$ cat src/adcrt_consts.svh
// adcrt_consts.svh - timing counts, widths and reset values of the converter control block
// assumes a 25 MHz system clock; included by the package and the top module
`ifndef ADCRT_CONSTS_SVH
`define ADCRT_CONSTS_SVH
`define ADCRT_CLK_NS            40
`define ADCRT_RES_W             18
`define ADCRT_PIN_RST           8'h70
`define ADCRT_FLOOR1(t)         (((t) / `ADCRT_CLK_NS) < 1 ? 1 : ((t) / `ADCRT_CLK_NS))
`define ADCRT_CEIL1(t)          ((((t) + `ADCRT_CLK_NS - 1) / `ADCRT_CLK_NS) < 1 ? 1 : \
                                 (((t) + `ADCRT_CLK_NS - 1) / `ADCRT_CLK_NS))
`define ADCRT_T_BUSY_RISE_NS    23
`define ADCRT_BUSY_RISE_CYC     `ADCRT_FLOOR1(`ADCRT_T_BUSY_RISE_NS)
`define ADCRT_T_BUSY_NS         550
`define ADCRT_BUSY_CYC          `ADCRT_FLOOR1(`ADCRT_T_BUSY_NS)
`define ADCRT_T_EOC_GAP_NS      10
`define ADCRT_EOC_GAP_CYC       `ADCRT_CEIL1(`ADCRT_T_EOC_GAP_NS)
`define ADCRT_T_RST_BUSY_NS     500
`define ADCRT_RST_BUSY_CYC      `ADCRT_FLOOR1(`ADCRT_T_RST_BUSY_NS)
`define ADCRT_T_SYNC_RDC_NS     135
`define ADCRT_SYNC_RDC_CYC      `ADCRT_FLOOR1(`ADCRT_T_SYNC_RDC_NS)
`define ADCRT_SCLK_MIN0_NS      8
`define ADCRT_SCLK_MIN1_NS      16
`define ADCRT_SCLK_MIN2_NS      32
`define ADCRT_SCLK_MIN3_NS      64
`define ADCRT_RAC_BUSY0_NS      840
`define ADCRT_RAC_BUSY1_NS      1140
`define ADCRT_RAC_BUSY2_NS      1720
`define ADCRT_RAC_BUSY3_NS      2880
`endif

$ cat src/adcrt_pkg.sv
// adcrt_pkg.sv - types and decode functions of the converter control block
// assumes adcrt_consts.svh is on the include path
`include "adcrt_consts.svh"
package adcrt_pkg;
	typedef enum logic [1:0] {MODE_PAR_A, MODE_PAR_B, MODE_SER_RDC, MODE_SER_RAC} adcrt_mode_t;
	typedef enum logic [2:0] {CT_IDLE, CT_CONV, CT_HOLD, CT_SERBUSY, CT_RSTBUSY} adcrt_ctl_t;
	typedef enum logic [1:0] {SR_IDLE, SR_WAIT, SR_SHIFT} adcrt_srst_t;
	typedef logic [`ADCRT_RES_W-1:0] adcrt_word_t;
	// synchronised pin group, msb first as packed on the ports
	typedef struct packed {
		logic        dev_reset;
		logic        convert_start_n;
		logic        chip_select_n;
		logic        bus_req_n;
		adcrt_mode_t mode;
		logic [1:0]  serial_clock_divider;
	} adcrt_pins_t;
	// serial master outputs
	typedef struct packed {
		logic frame_sync;
		logic serial_clock;
		logic serial_data_out;
		logic sdo_oe_n;
	} adcrt_ser_t;
	// mode decodes
	function automatic logic is_serial(input adcrt_mode_t m);
		return m[1];
	endfunction
	function automatic logic is_rac(input adcrt_mode_t m);
		return m == MODE_SER_RAC;
	endfunction
	// serial clock half period in cycles for a divider setting
	function automatic logic [2:0] sclk_half(input logic [1:0] d);
		unique case (d)
			2'h0: return 3'(`ADCRT_CEIL1(`ADCRT_SCLK_MIN0_NS / 2));
			2'h1: return 3'(`ADCRT_CEIL1(`ADCRT_SCLK_MIN1_NS / 2));
			2'h2: return 3'(`ADCRT_CEIL1(`ADCRT_SCLK_MIN2_NS / 2));
			2'h3: return 3'(`ADCRT_CEIL1(`ADCRT_SCLK_MIN3_NS / 2));
		endcase
	endfunction
	// longest busy in read-after-convert mode, in cycles
	function automatic logic [6:0] rac_busy_cyc(input logic [1:0] d);
		unique case (d)
			2'h0: return 7'(`ADCRT_FLOOR1(`ADCRT_RAC_BUSY0_NS));
			2'h1: return 7'(`ADCRT_FLOOR1(`ADCRT_RAC_BUSY1_NS));
			2'h2: return 7'(`ADCRT_FLOOR1(`ADCRT_RAC_BUSY2_NS));
			2'h3: return 7'(`ADCRT_FLOOR1(`ADCRT_RAC_BUSY3_NS));
		endcase
	endfunction
endpackage

$ cat src/adcrt_top.sv
// adcrt_top.sv - conversion control, busy flag, result buffer, parallel and serial readout
// assumes pins arrive asynchronously; sar_result comes from the core on this clock
`timescale 1ns/1ps
`include "adcrt_consts.svh"
module adcrt_top
	import adcrt_pkg::*;
(
	// clock, reset and freeze
	input  wire logic        clock,
	input  wire logic        rst_n,
	input  wire logic        clk_en,
	// host pins
	input  wire logic        convert_start_n,
	input  wire logic        dev_reset,
	input  wire logic        chip_select_n,
	input  wire logic        bus_req_n,
	input  wire logic [1:0]  mode,
	input  wire logic [1:0]  serial_clock_divider,
	// conversion core
	input  wire adcrt_word_t sar_result,
	// status and parallel port
	output logic             busy,
	output adcrt_word_t      par_data,
	output logic             par_oe_n,
	// serial master port
	output adcrt_ser_t       serial_port
);
	localparam int         PW       = $bits(adcrt_pins_t);
	localparam int         W        = `ADCRT_RES_W;
	localparam logic [PW-1:0] PIN_RST = `ADCRT_PIN_RST;
	localparam logic [6:0] CONV_END = 7'(`ADCRT_BUSY_CYC - `ADCRT_EOC_GAP_CYC - 2);
	localparam logic [6:0] RST_END  = 7'(`ADCRT_RST_BUSY_CYC - `ADCRT_BUSY_RISE_CYC);
	localparam logic [4:0] RDC_END  = 5'(`ADCRT_SYNC_RDC_CYC - 2);
	localparam logic [4:0] BIT_END  = 5'(W - 1);

	// two-stage synchronisers for every pin bit
	logic          sync0_r [PW];
	logic          sync1_r [PW];
	logic [PW-1:0] pin_raw;
	logic [PW-1:0] pin_vec;
	adcrt_pins_t   pin_s;
	assign pin_raw = {dev_reset, convert_start_n, chip_select_n, bus_req_n, mode,
		serial_clock_divider};
	assign pin_s   = adcrt_pins_t'(pin_vec);
	generate
		for (genvar i = 0; i < PW; i++) begin : g_sync
			always_ff @(posedge clock) begin
				if (!rst_n) begin
					sync0_r[i] <= PIN_RST[i];
					sync1_r[i] <= PIN_RST[i];
				end else if (clk_en) begin
					sync0_r[i] <= pin_raw[i];
					sync1_r[i] <= sync0_r[i];
				end
			end
			assign pin_vec[i] = sync1_r[i];
		end
	endgenerate

	// state of control, buffer and readout
	adcrt_ctl_t  ctl_r, ctl_nxt;
	logic [6:0]  cnt_r, cnt_nxt;
	logic        busy_r, busy_nxt;
	adcrt_pins_t prev_r, prev_nxt;
	adcrt_word_t buf_r [2];
	adcrt_word_t buf_nxt [2];
	logic        wp_r, wp_nxt;
	logic        rp_r, rp_nxt;
	logic [1:0]  fill_r, fill_nxt;
	adcrt_word_t par_data_r, par_data_nxt;
	logic        par_oe_n_r, par_oe_n_nxt;
	adcrt_srst_t ser_st_r, ser_st_nxt;
	logic [4:0]  scnt_r, scnt_nxt;
	logic [2:0]  hcnt_r, hcnt_nxt;
	adcrt_word_t shreg_r, shreg_nxt;
	adcrt_ser_t  ser_r, ser_nxt;
	// decoded events
	logic        start_fall;
	logic        start_ok;
	logic        rst_fall;
	logic        push;
	logic        pop;
	logic        ser_go;
	logic        rac_go;
	adcrt_word_t head;
	adcrt_word_t ser_src;

	assign busy        = busy_r;
	assign par_data    = par_data_r;
	assign par_oe_n    = par_oe_n_r;
	assign serial_port = ser_r;
	assign head        = buf_r[rp_r];

	// next-state logic of the whole block
	always_comb begin
		ctl_nxt      = ctl_r;
		cnt_nxt      = cnt_r;
		busy_nxt     = busy_r;
		prev_nxt     = pin_s;
		buf_nxt      = buf_r;
		wp_nxt       = wp_r;
		rp_nxt       = rp_r;
		par_data_nxt = par_data_r;
		ser_st_nxt   = ser_st_r;
		scnt_nxt     = scnt_r;
		hcnt_nxt     = hcnt_r;
		shreg_nxt    = shreg_r;
		ser_nxt      = ser_r;
		push         = 1'b0;
		pop          = 1'b0;
		ser_go       = 1'b0;
		ser_src      = head;
		start_fall   = prev_r.convert_start_n & ~pin_s.convert_start_n;
		rst_fall     = prev_r.dev_reset & ~pin_s.dev_reset;
		// a start is taken only when idle and the buffer has room
		start_ok     = start_fall && ctl_r == CT_IDLE && fill_r != 2'h2 && !pin_s.dev_reset;
		// conversion and busy sequencing
		unique case (ctl_r)
			CT_IDLE: begin
				if (start_ok) begin
					ctl_nxt  = CT_CONV;
					busy_nxt = 1'b1;
					cnt_nxt  = 7'h00;
				end
			end
			CT_CONV: begin
				cnt_nxt = cnt_r + 7'h01;
				if (cnt_r == CONV_END) begin
					push    = 1'b1;
					ctl_nxt = CT_HOLD;
				end
			end
			CT_HOLD: begin
				cnt_nxt = cnt_r + 7'h01;
				if (is_rac(pin_s.mode)) begin
					ctl_nxt = CT_SERBUSY;
				end else begin
					busy_nxt = 1'b0;
					ctl_nxt  = CT_IDLE;
				end
			end
			CT_SERBUSY: begin
				cnt_nxt = cnt_r + 7'h01;
				// end of frame, or the longest busy for this divider
				if (!ser_r.frame_sync ||
					cnt_r >= rac_busy_cyc(pin_s.serial_clock_divider) - 7'h01) begin
					busy_nxt = 1'b0;
					ctl_nxt  = CT_IDLE;
				end
			end
			CT_RSTBUSY: begin
				cnt_nxt = cnt_r + 7'h01;
				if (cnt_r == RST_END) begin
					busy_nxt = 1'b0;
					ctl_nxt  = CT_IDLE;
				end
			end
			default: ctl_nxt = CT_IDLE;
		endcase
		// parallel port: fresh result loads ahead of busy falling, request drives head
		par_oe_n_nxt = pin_s.bus_req_n | is_serial(pin_s.mode);
		if (push && !is_serial(pin_s.mode)) begin
			par_data_nxt = sar_result;
		end else if (!pin_s.bus_req_n && fill_r != 2'h0) begin
			par_data_nxt = head;
		end
		if (!is_serial(pin_s.mode) && !prev_r.bus_req_n && pin_s.bus_req_n && fill_r != 2'h0) begin
			pop = 1'b1;
		end
		// serial master: data driver follows chip select
		ser_nxt.sdo_oe_n = pin_s.chip_select_n | ~is_serial(pin_s.mode);
		unique case (ser_st_r)
			SR_IDLE: begin
				if (start_ok && pin_s.mode == MODE_SER_RDC && fill_r != 2'h0) begin
					ser_st_nxt = SR_WAIT;
					scnt_nxt   = 5'h00;
				end
			end
			SR_WAIT: begin
				scnt_nxt = scnt_r + 5'h01;
				if (scnt_r == RDC_END) begin
					ser_go = 1'b1;
				end
			end
			SR_SHIFT: begin
				hcnt_nxt = hcnt_r + 3'h1;
				if (hcnt_r == sclk_half(pin_s.serial_clock_divider) - 3'h1) begin
					hcnt_nxt             = 3'h0;
					ser_nxt.serial_clock = ~ser_r.serial_clock;
					if (ser_r.serial_clock) begin
						if (scnt_r == BIT_END) begin
							ser_nxt.frame_sync = 1'b0;
							ser_st_nxt         = SR_IDLE;
							pop                = 1'b1;
						end else begin
							scnt_nxt  = scnt_r + 5'h01;
							shreg_nxt = {shreg_r[W-2:0], 1'b0};
						end
					end
				end
			end
			default: ser_st_nxt = SR_IDLE;
		endcase
		// read-after-convert starts the frame with the result as it is stored
		rac_go = push && is_rac(pin_s.mode) && ser_st_r == SR_IDLE;
		if (rac_go) begin
			ser_go  = 1'b1;
			ser_src = sar_result;
		end
		if (ser_go) begin
			ser_st_nxt           = SR_SHIFT;
			ser_nxt.frame_sync   = 1'b1;
			ser_nxt.serial_clock = 1'b0;
			shreg_nxt            = ser_src;
			scnt_nxt             = 5'h00;
			hcnt_nxt             = 3'h0;
		end
		// two-entry result buffer; a full buffer refuses new starts
		if (push) begin
			buf_nxt[wp_r] = sar_result;
			wp_nxt        = ~wp_r;
		end
		if (pop) begin
			rp_nxt = ~rp_r;
		end
		fill_nxt = 2'(fill_r + {1'b0, push} - {1'b0, pop});
		// reset pin aborts conversion, busy, serial frame and buffer, its release starts a busy interval
		if (pin_s.dev_reset) begin
			ctl_nxt            = CT_IDLE;
			busy_nxt           = 1'b0;
			ser_st_nxt         = SR_IDLE;
			ser_nxt.frame_sync = 1'b0;
			fill_nxt           = 2'h0;
			rp_nxt             = wp_r;
			wp_nxt             = wp_r;
		end else if (rst_fall) begin
			ctl_nxt  = CT_RSTBUSY;
			busy_nxt = 1'b1;
			cnt_nxt  = 7'h00;
		end
		ser_nxt.serial_data_out = shreg_nxt[W-1];
	end

	// registers of the whole block
	always_ff @(posedge clock) begin
		if (!rst_n) begin
			ctl_r      <= CT_IDLE;
			cnt_r      <= 7'h00;
			busy_r     <= 1'b0;
			prev_r     <= adcrt_pins_t'(PIN_RST);
			buf_r[0]   <= '0;
			buf_r[1]   <= '0;
			wp_r       <= 1'b0;
			rp_r       <= 1'b0;
			fill_r     <= 2'h0;
			par_data_r <= '0;
			par_oe_n_r <= 1'b1;
			ser_st_r   <= SR_IDLE;
			scnt_r     <= 5'h00;
			hcnt_r     <= 3'h0;
			shreg_r    <= '0;
			ser_r      <= 4'h1;
		end else if (clk_en) begin
			ctl_r      <= ctl_nxt;
			cnt_r      <= cnt_nxt;
			busy_r     <= busy_nxt;
			prev_r     <= prev_nxt;
			buf_r      <= buf_nxt;
			wp_r       <= wp_nxt;
			rp_r       <= rp_nxt;
			fill_r     <= fill_nxt;
			par_data_r <= par_data_nxt;
			par_oe_n_r <= par_oe_n_nxt;
			ser_st_r   <= ser_st_nxt;
			scnt_r     <= scnt_nxt;
			hcnt_r     <= hcnt_nxt;
			shreg_r    <= shreg_nxt;
			ser_r      <= ser_nxt;
		end
	end

	// run length of busy, so interval checks need no long repetition
	logic [6:0] busy_len_r, busy_len_nxt;
	always_comb begin
		busy_len_nxt = 7'h00;
		if (busy_r) begin
			busy_len_nxt = (busy_len_r == 7'h7f) ? busy_len_r : busy_len_r + 7'h01;
		end
	end
	always_ff @(posedge clock) begin
		if (!rst_n) begin
			busy_len_r <= 7'h00;
		end else if (clk_en) begin
			busy_len_r <= busy_len_nxt;
		end
	end
endmodule

$ cat config.mk
export PLATFORM = sky130hd
export DESIGN_NAME = adcrt_top
export DESIGN_NICKNAME = d
export VERILOG_FILES = /design/src/adcrt_pkg.sv /design/src/adcrt_top.sv
export VERILOG_INCLUDE_DIRS = /design/src
export SDC_FILE = /design/constraint.sdc
export NUM_CORES = 1
export LEC_CHECK = 0
export BUFFER_PORTS_ARGS = -buffer_cell sky130_fd_sc_hd__buf_2
export CAP_MARGIN = 30
export CELL_PAD_IN_SITES_DETAIL_PLACEMENT = 0
export CELL_PAD_IN_SITES_GLOBAL_PLACEMENT = 1
export CORE_ASPECT_RATIO = 2
export CORE_MARGIN = 4
export CORE_UTILIZATION = 46
export DETAILED_ROUTE_END_ITERATION = 8
export GPL_TIMING_DRIVEN = 0
export PLACE_DENSITY = 0.78
export SETUP_SLACK_MARGIN = 0.15
export SYNTH_ARGS = -nofsm -noshare
export SYNTH_HDL_FRONTEND = slang
export SYNTH_SLANG_ARGS = --single-unit
$ cat constraint.sdc
create_clock -name clock -period 2.55 [get_ports clock]
set_input_delay 0.1275 -clock clock [delete_from_list [all_inputs] [get_ports clock]]
set_output_delay 0.1275 -clock clock [all_outputs]
set_load 0.01 [all_outputs]
# [Word level (Yosys, flattened, before mapping)]
# Memories as Yosys holds them, arrays and structs flattened.
# Cells that the tools add are included.
[word_totals] word_cells=234 mem_bits_rw=16 ff_bits=104 memories=2 in_bits=29
[classes] reduce_logical=48 n_mux=92 n_eq_ne=32 magnitude_cmp=4 add_sub_neg=7 n_bitwise=28
[mem_list] memory="sync0_r" words=8 width=1 rd=8 rd_ports_with_merged_regs=0 write_ports=8 line_no="adcrt_top.sv:37" source="logic sync0_r [PW];"
[mem_list] memory="sync1_r" words=8 width=1 rd=8 rd_ports_with_merged_regs=0 write_ports=8 line_no="adcrt_top.sv:38" source="logic sync1_r [PW];"
[op_table] op="18-bit 2-to-1 mux" n=12
[op_table] op="1-bit 2-to-1 mux" n=41
[op_table] op="36-bit bitwise mux" n=1
[op_table] op="4-bit inequality test (second input constant)" n=9
[op_table] op="3-bit 2-to-1 mux" n=11
[op_table] op="7-bit 2-to-1 mux" n=4
[op_table] op="7-bit one-hot mux with 4 select lines" n=1
[op_table] op="5-bit 2-to-1 mux" n=5
[op_table] op="2-bit 2-to-1 mux" n=11
[op_table] op="18-bit demux with 1-bit select" n=1
[op_table] op="1-bit OR" n=18
[op_table] op="6-bit AND reduction" n=3
[op_table] op="3-bit inequality test (second input constant)" n=5
[op_table] op="3-bit one-hot mux with 5 select lines" n=1
[op_table] op="5-bit one-hot mux with 3 select lines" n=1
[op_table] op="5-bit AND reduction" n=3
[op_table] op="7-bit by 4-bit == test with 1-bit output (second input constant)" n=2
[op_table] op="7-bit one-hot mux with 2 select lines" n=1
[op_table] op="1-bit logical AND" n=13
[op_table] op="2-bit nonzero test" n=6
[op_table] op="3-bit nonzero test" n=4
[op_table] op="2-bit == test (second input constant)" n=5
[op_table] op="2-bit AND reduction" n=4
[op_table] op="4-bit OR reduction" n=2
[op_table] op="other kinds (30)" n=47

# [Logic depth before layout (Yosys ltp)]
# An unclocked memory read counts as a cell.
[logic_depth] word_depth=12 ltp_mapped=13

# [Worst setup path after synthesis]
# No wires, ideal clock.
[synth_timing] path_type="register to register" start="register ser_st_r[0]" end="register fill_r[1]" t_required_ps=2435 path_stages_with_launch=14 t_arrival_ps=2237 slack_ps=198 n_path_buf=0 setup_ps=115 synth_period_minus_slack_ps=2352 cell_sequence="dfxtp_1 > inv_1 > ha_1 > and3b_1 > and4_1 > o21bai_1 > ha_1 > inv_1 > ha_1 > xor2_1 > o21ai_0 > nand2_1 > o21ai_0 > and2_1"
[synth_between] elab_chain_len=4
[synth_rtl] element="from (decl)" line_no="adcrt_top.sv:72" source="adcrt_srst_t ser_st_r, ser_st_nxt;"
[synth_rtl] element="from (signal assigned)" line_no="adcrt_top.sv:274" source="ser_st_r <= ser_st_nxt;"
[synth_rtl] element="2-bit == test" line_no="adcrt_top.sv:172" source="unique case (ser_st_r)"
[synth_rtl] element="1-bit 2-to-1 mux" line_no="adcrt_top.sv:172"
[synth_rtl] element="2-bit by 1-bit subtractor with 2-bit output" line_no="adcrt_top.sv:226" source="fill_nxt = 2'(fill_r + {1'b0, push} - {1'b0, pop});"
[synth_rtl] element="2-bit 2-to-1 mux" line_no="adcrt_top.sv:228" source="if (pin_s.dev_reset) begin"
[synth_rtl] element="to (signal assigned)" line_no="adcrt_top.sv:271" source="fill_r <= fill_nxt;"
[synth_rtl] element="to (decl)" line_no="adcrt_top.sv:69" source="logic [1:0] fill_r, fill_nxt;"
# Every way passes these cells.
# A chain may end at the register's enable or synchronous reset.

# [Final worst setup path]
[layout_timing] start="register scnt_r[1]" end="register fill_r[1]"
[layout_between] elab_chain_len=7
[layout_rtl] element="from (decl)" line_no="adcrt_top.sv:73" source="logic [4:0] scnt_r, scnt_nxt;"
[layout_rtl] element="from (signal assigned)" line_no="adcrt_top.sv:275" source="scnt_r <= scnt_nxt;"
[layout_rtl] element="5-bit == test" line_no="adcrt_top.sv:191" source="if (scnt_r == BIT_END) begin"
[layout_rtl] element="1-bit 2-to-1 mux" line_no="adcrt_top.sv:191"
[layout_rtl] element="1-bit 2-to-1 mux" line_no="adcrt_top.sv:190" source="if (ser_r.serial_clock) begin"
[layout_rtl] element="1-bit 2-to-1 mux" line_no="adcrt_top.sv:187" source="if (hcnt_r == sclk_half(pin_s.serial_clock_divider) - 3'h1) begin"
[layout_rtl] element="1-bit 2-to-1 mux" line_no="adcrt_top.sv:172"
[layout_rtl] element="2-bit by 1-bit subtractor with 2-bit output" line_no="adcrt_top.sv:226"
[layout_rtl] element="2-bit 2-to-1 mux" line_no="adcrt_top.sv:228"
# Every way passes these cells.

==> flow_metrics.env <==
export IMPL_detailed_place_area_um2=6590
export IMPL_layout_min_cycle_time_ns=2.39
export IMPL_worst_path_max_delay_cell="sky130_fd_sc_hd__dfxtp_2"
export IMPL_unrepaired_setup_endpoints_after_global_routing="true"
export IMPL_drc=0
export IMPL_synthToLayoutAreaGrowth_pct=24.4
export IMPL_power_per_cell_area_nw_per_um2=636
export IMPL_setup_violations_final=0
export IMPL_post_synth_cell_area_avg_um2=8.80
export IMPL_groute_usage_overall=0.231
export IMPL_yosysTopAreaCellShare=0.339
export IMPL_layout_commonest_cell="sky130_fd_sc_hd__dfxtp_1"
export IMPL_finClkSkew_ns=0.0138
export IMPL_hold_path_class="input port to flip-flop"
export IMPL_final_cell_mix="97 x sky130_fd_sc_hd__dfxtp_1, 63 x sky130_fd_sc_hd__nand2_1, 61 x sky130_fd_sc_hd__a21oi_1, 58 x sky130_fd_sc_hd__mux2i_1, 56 x sky130_fd_sc_hd__o21ai_0"
export IMPL_drt_initial_drc_count=237
export IMPL_seq_area_frac_synth=0.417
export IMPL_fmax_ghz=0.419
export IMPL_clock_tree_buffer_depth=2
export IMPL_worstPathCellList="inv_1, ha_2, nor3b_4, and4_4, o21bai_4, ha_4, inv_1, ha_2, xor2_2, buf_4, nand2_1, o21ai_1, and2_1"
export IMPL_wirelength_mm=17.7
export IMPL_insertion_delay_ns=0.42
export IMPL_pin_count=53
export IMPL_total_power_mw=4.86
export IMPL_finish_net_count=846
export IMPL_clock_sink_count=120
export IMPL_tritoncts="yes"
export IMPL_post_synth_top_area_cell="sky130_fd_sc_hd__dfxtp_1"
export IMPL_place_port_buffers=50
export IMPL_r2r_slack_ns=0.16
export IMPL_dr_vias=5419
export IMPL_min_period_over_period=0.937
export IMPL_gp_congestion=0.849
export IMPL_grt_overflow_total=0
export IMPL_dp_hpwl_mm=13.0
export IMPL_flops_latches_synth=120
export IMPL_hold_viol_final=0
export IMPL_coreArea_um2=13100
export IMPL_grt_first_pass_wirelength_mm=28.1
export IMPL_floorplan_rows=59
export IMPL_initial_utilization=0.470
export IMPL_synth_async_reset_ratio=0
export IMPL_timing_worst_slew_pin_value_ns=0.862
export IMPL_worst_endpoint_required_ns=2.90
export IMPL_timing_final_ws_setup_ns=0.161
export IMPL_timing_max_slew_rel_slack=0.426
export IMPL_preCtsSetupSlack_ns=-0.381
export IMPL_finalCoreUtilization=0.585
export IMPL_netlist_area_um2=6140
export IMPL_worst_endpoint_arrival_ns=2.74
export IMPL_synth_enable_flop_cells=16
export IMPL_synthesized_nets=750
export IMPL_antenna_cells_inserted=0
export IMPL_status="complete, no violations"
export IMPL_drv_slew=0
export IMPL_tritoncts_num_buffers=17
export IMPL_postSynth_topFlopCell="sky130_fd_sc_hd__dfxtp_1"
export IMPL_cts_htree_levels=4
export IMPL_end_kind="flip-flop"
export IMPL_critical_path_class="flip-flop to flip-flop"
export IMPL_proportion_of_layout_cells_with_a_drive_suffix_above_1=0.208
export IMPL_die_width_um=89.7
export IMPL_routedWlPerCell_um=18.5
export IMPL_setup_crit_start_kind="flip-flop"
export IMPL_post_synth_inst_count=698
export IMPL_final_design_instance_area_without_fill_um2=7640
export IMPL_fp_dieH_um=171
export IMPL_yosysWarnings=0
export IMPL_max_cap_violations=0
export IMPL_netlist_cell_type_count=68
export IMPL_floorplan_die_area_um2=15400
export IMPL_antenna_violating_nets_post_route=0
export IMPL_grt_pass1_vias=5685
export IMPL_crit_path_max_fanout=4
export IMPL_vdd_ir_drop_max_v=0.000504
export IMPL_n_fill_cell=1198
export IMPL_worst_setup_hold_path_clk_slew_ns=0.06
export IMPL_drt_vias_per_instance=5.65
export IMPL_largest_net_degree_at_the_start_of_global_routing=17
export IMPL_max_stage_delay_ns=0.33
export IMPL_clock_root_buffer="sky130_fd_sc_hd__clkbuf_16"
export IMPL_cellLeakagePower_nw=3.02
export IMPL_drtPass1Iterations=4
export IMPL_number_of_antenna_violations_at_the_first_check_in_global_routing=0
export IMPL_ranking_of_synthesized_cells_by_area="sky130_fd_sc_hd__dfxtp_1 34%, sky130_fd_sc_hd__mux2i_1 9.4%, sky130_fd_sc_hd__edfxtp_1 7.8%, sky130_fd_sc_hd__a21oi_1 5.0%, sky130_fd_sc_hd__o21ai_0 5.0%"
[worst max-delay path, delay by kind of cell (launching register included)]
| kind | cells | cell delay (ns) |
|---|---|---|
| buf+inv | 3 | 0.25 |
| compound gates | 2 | 0.28 |
| simple gates | 4 | 0.70 |
| fa+ha+maj | 3 | 0.58 |
| flops | 1 | 0.33 |
| xor+xnor | 1 | 0.18 |
[stage by stage]
stage               setup TNS, ns  hold slack, ns  instances
floorplan                       0           0.262        698
global placement            -7.40           0.406        900
detailed placement         -10.28           0.410        900
CTS                             0        0.000970        954
global route                    0         0.00480        959
finish                          0         0.00557        959
[synthesized netlist by cell type, drive strengths merged, types with 5 or more instances]
cell type / number
mux2i: 58
clkbuf: 36
buf: 9
nand2: 63
ha: 23
nand3: 21
or2: 9
nor2b: 47
nor2: 52
and3: 14
a21oi: 62
nand4: 6
edfxtp: 16
o22ai: 5
dfxtp: 104
inv: 19
o31ai: 5
o21ai: 62
o21a: 18
[kinds of logic after synthesis]
group | after synthesis | share of synthesized area
flip-flops | 120 | 0.417
multiplexers | 59 | 0.0963
buffers and inverters | 64 | 0.0499
AND/OR/NAND/NOR | 248 | 0.213
AO/OA/AOI/OAI | 182 | 0.174
XOR/XNOR | 2 | 0.00285
adder cells (fa/ha/maj) | 23 | 0.0468
[sequential cells by signal, indices dropped and copies added, names as in the netlist]
signal and flops:
buf_r 36, par_oe_n 1, ser_st_r 2, sync1_r 8, rp_r 1, wp_r 1
serial_port 3, shreg_r 18, busy 1, sync0_r 8, scnt_r 5, fill_r 2
cnt_r 7, ctl_r 3, par_data 18, hcnt_r 3, prev_r 3
[what timing repair did]
action | 4_1_cts | 5_1_grt
gates resized for setup | 39 | 31
cloned | 0 | 0
endpoints found under the setup margin | 63 | 58
buffers inserted | 5 | 5
hold buffers | 17 | 0
hold endpoints to repair | 17 | 0
pin swaps | 5 | 10
[power by group]
group	switching (mW)	internal (mW)	total, mW
clock network	0.928	1.65	2.58
logic	0.186	0.135	0.322
registers	0.0161	1.95	1.96
[metal layers]
metal,share of wire,global-route usage,vias up
li1,-,-,2657
met1,0.36,0.209,2622
met2,0.58,0.470,105
met3,0.024,0.0438,35
met4,0.031,0.133,0
met5,0,0,-
[cell type report]
cell class	count	area (µm²)	area share
inverters	19	73.8	0.00966
repair buffers	77	495	0.0648
plain buffers	45	255	0.0334
well taps	152	190	0.0249
clock inverters	13	194	0.0254
multi-input cells	514	3430	0.449
clock buffers	19	433	0.0566
flip-flops and latches	120	2570	0.337
[final timing paths]
| kind | from | end | cells past startpoint |
|---|---|---|---|
| min | sar_result[4] | shreg_r[4] | 3 |
| min reg2reg | par_data[4] | par_data[4] | 2 |
| max | scnt_r[1] | fill_r[1] | 13 |
| max reg2reg | scnt_r[1] | fill_r[1] | 13 |
Power figures use the tool's default switching activity.
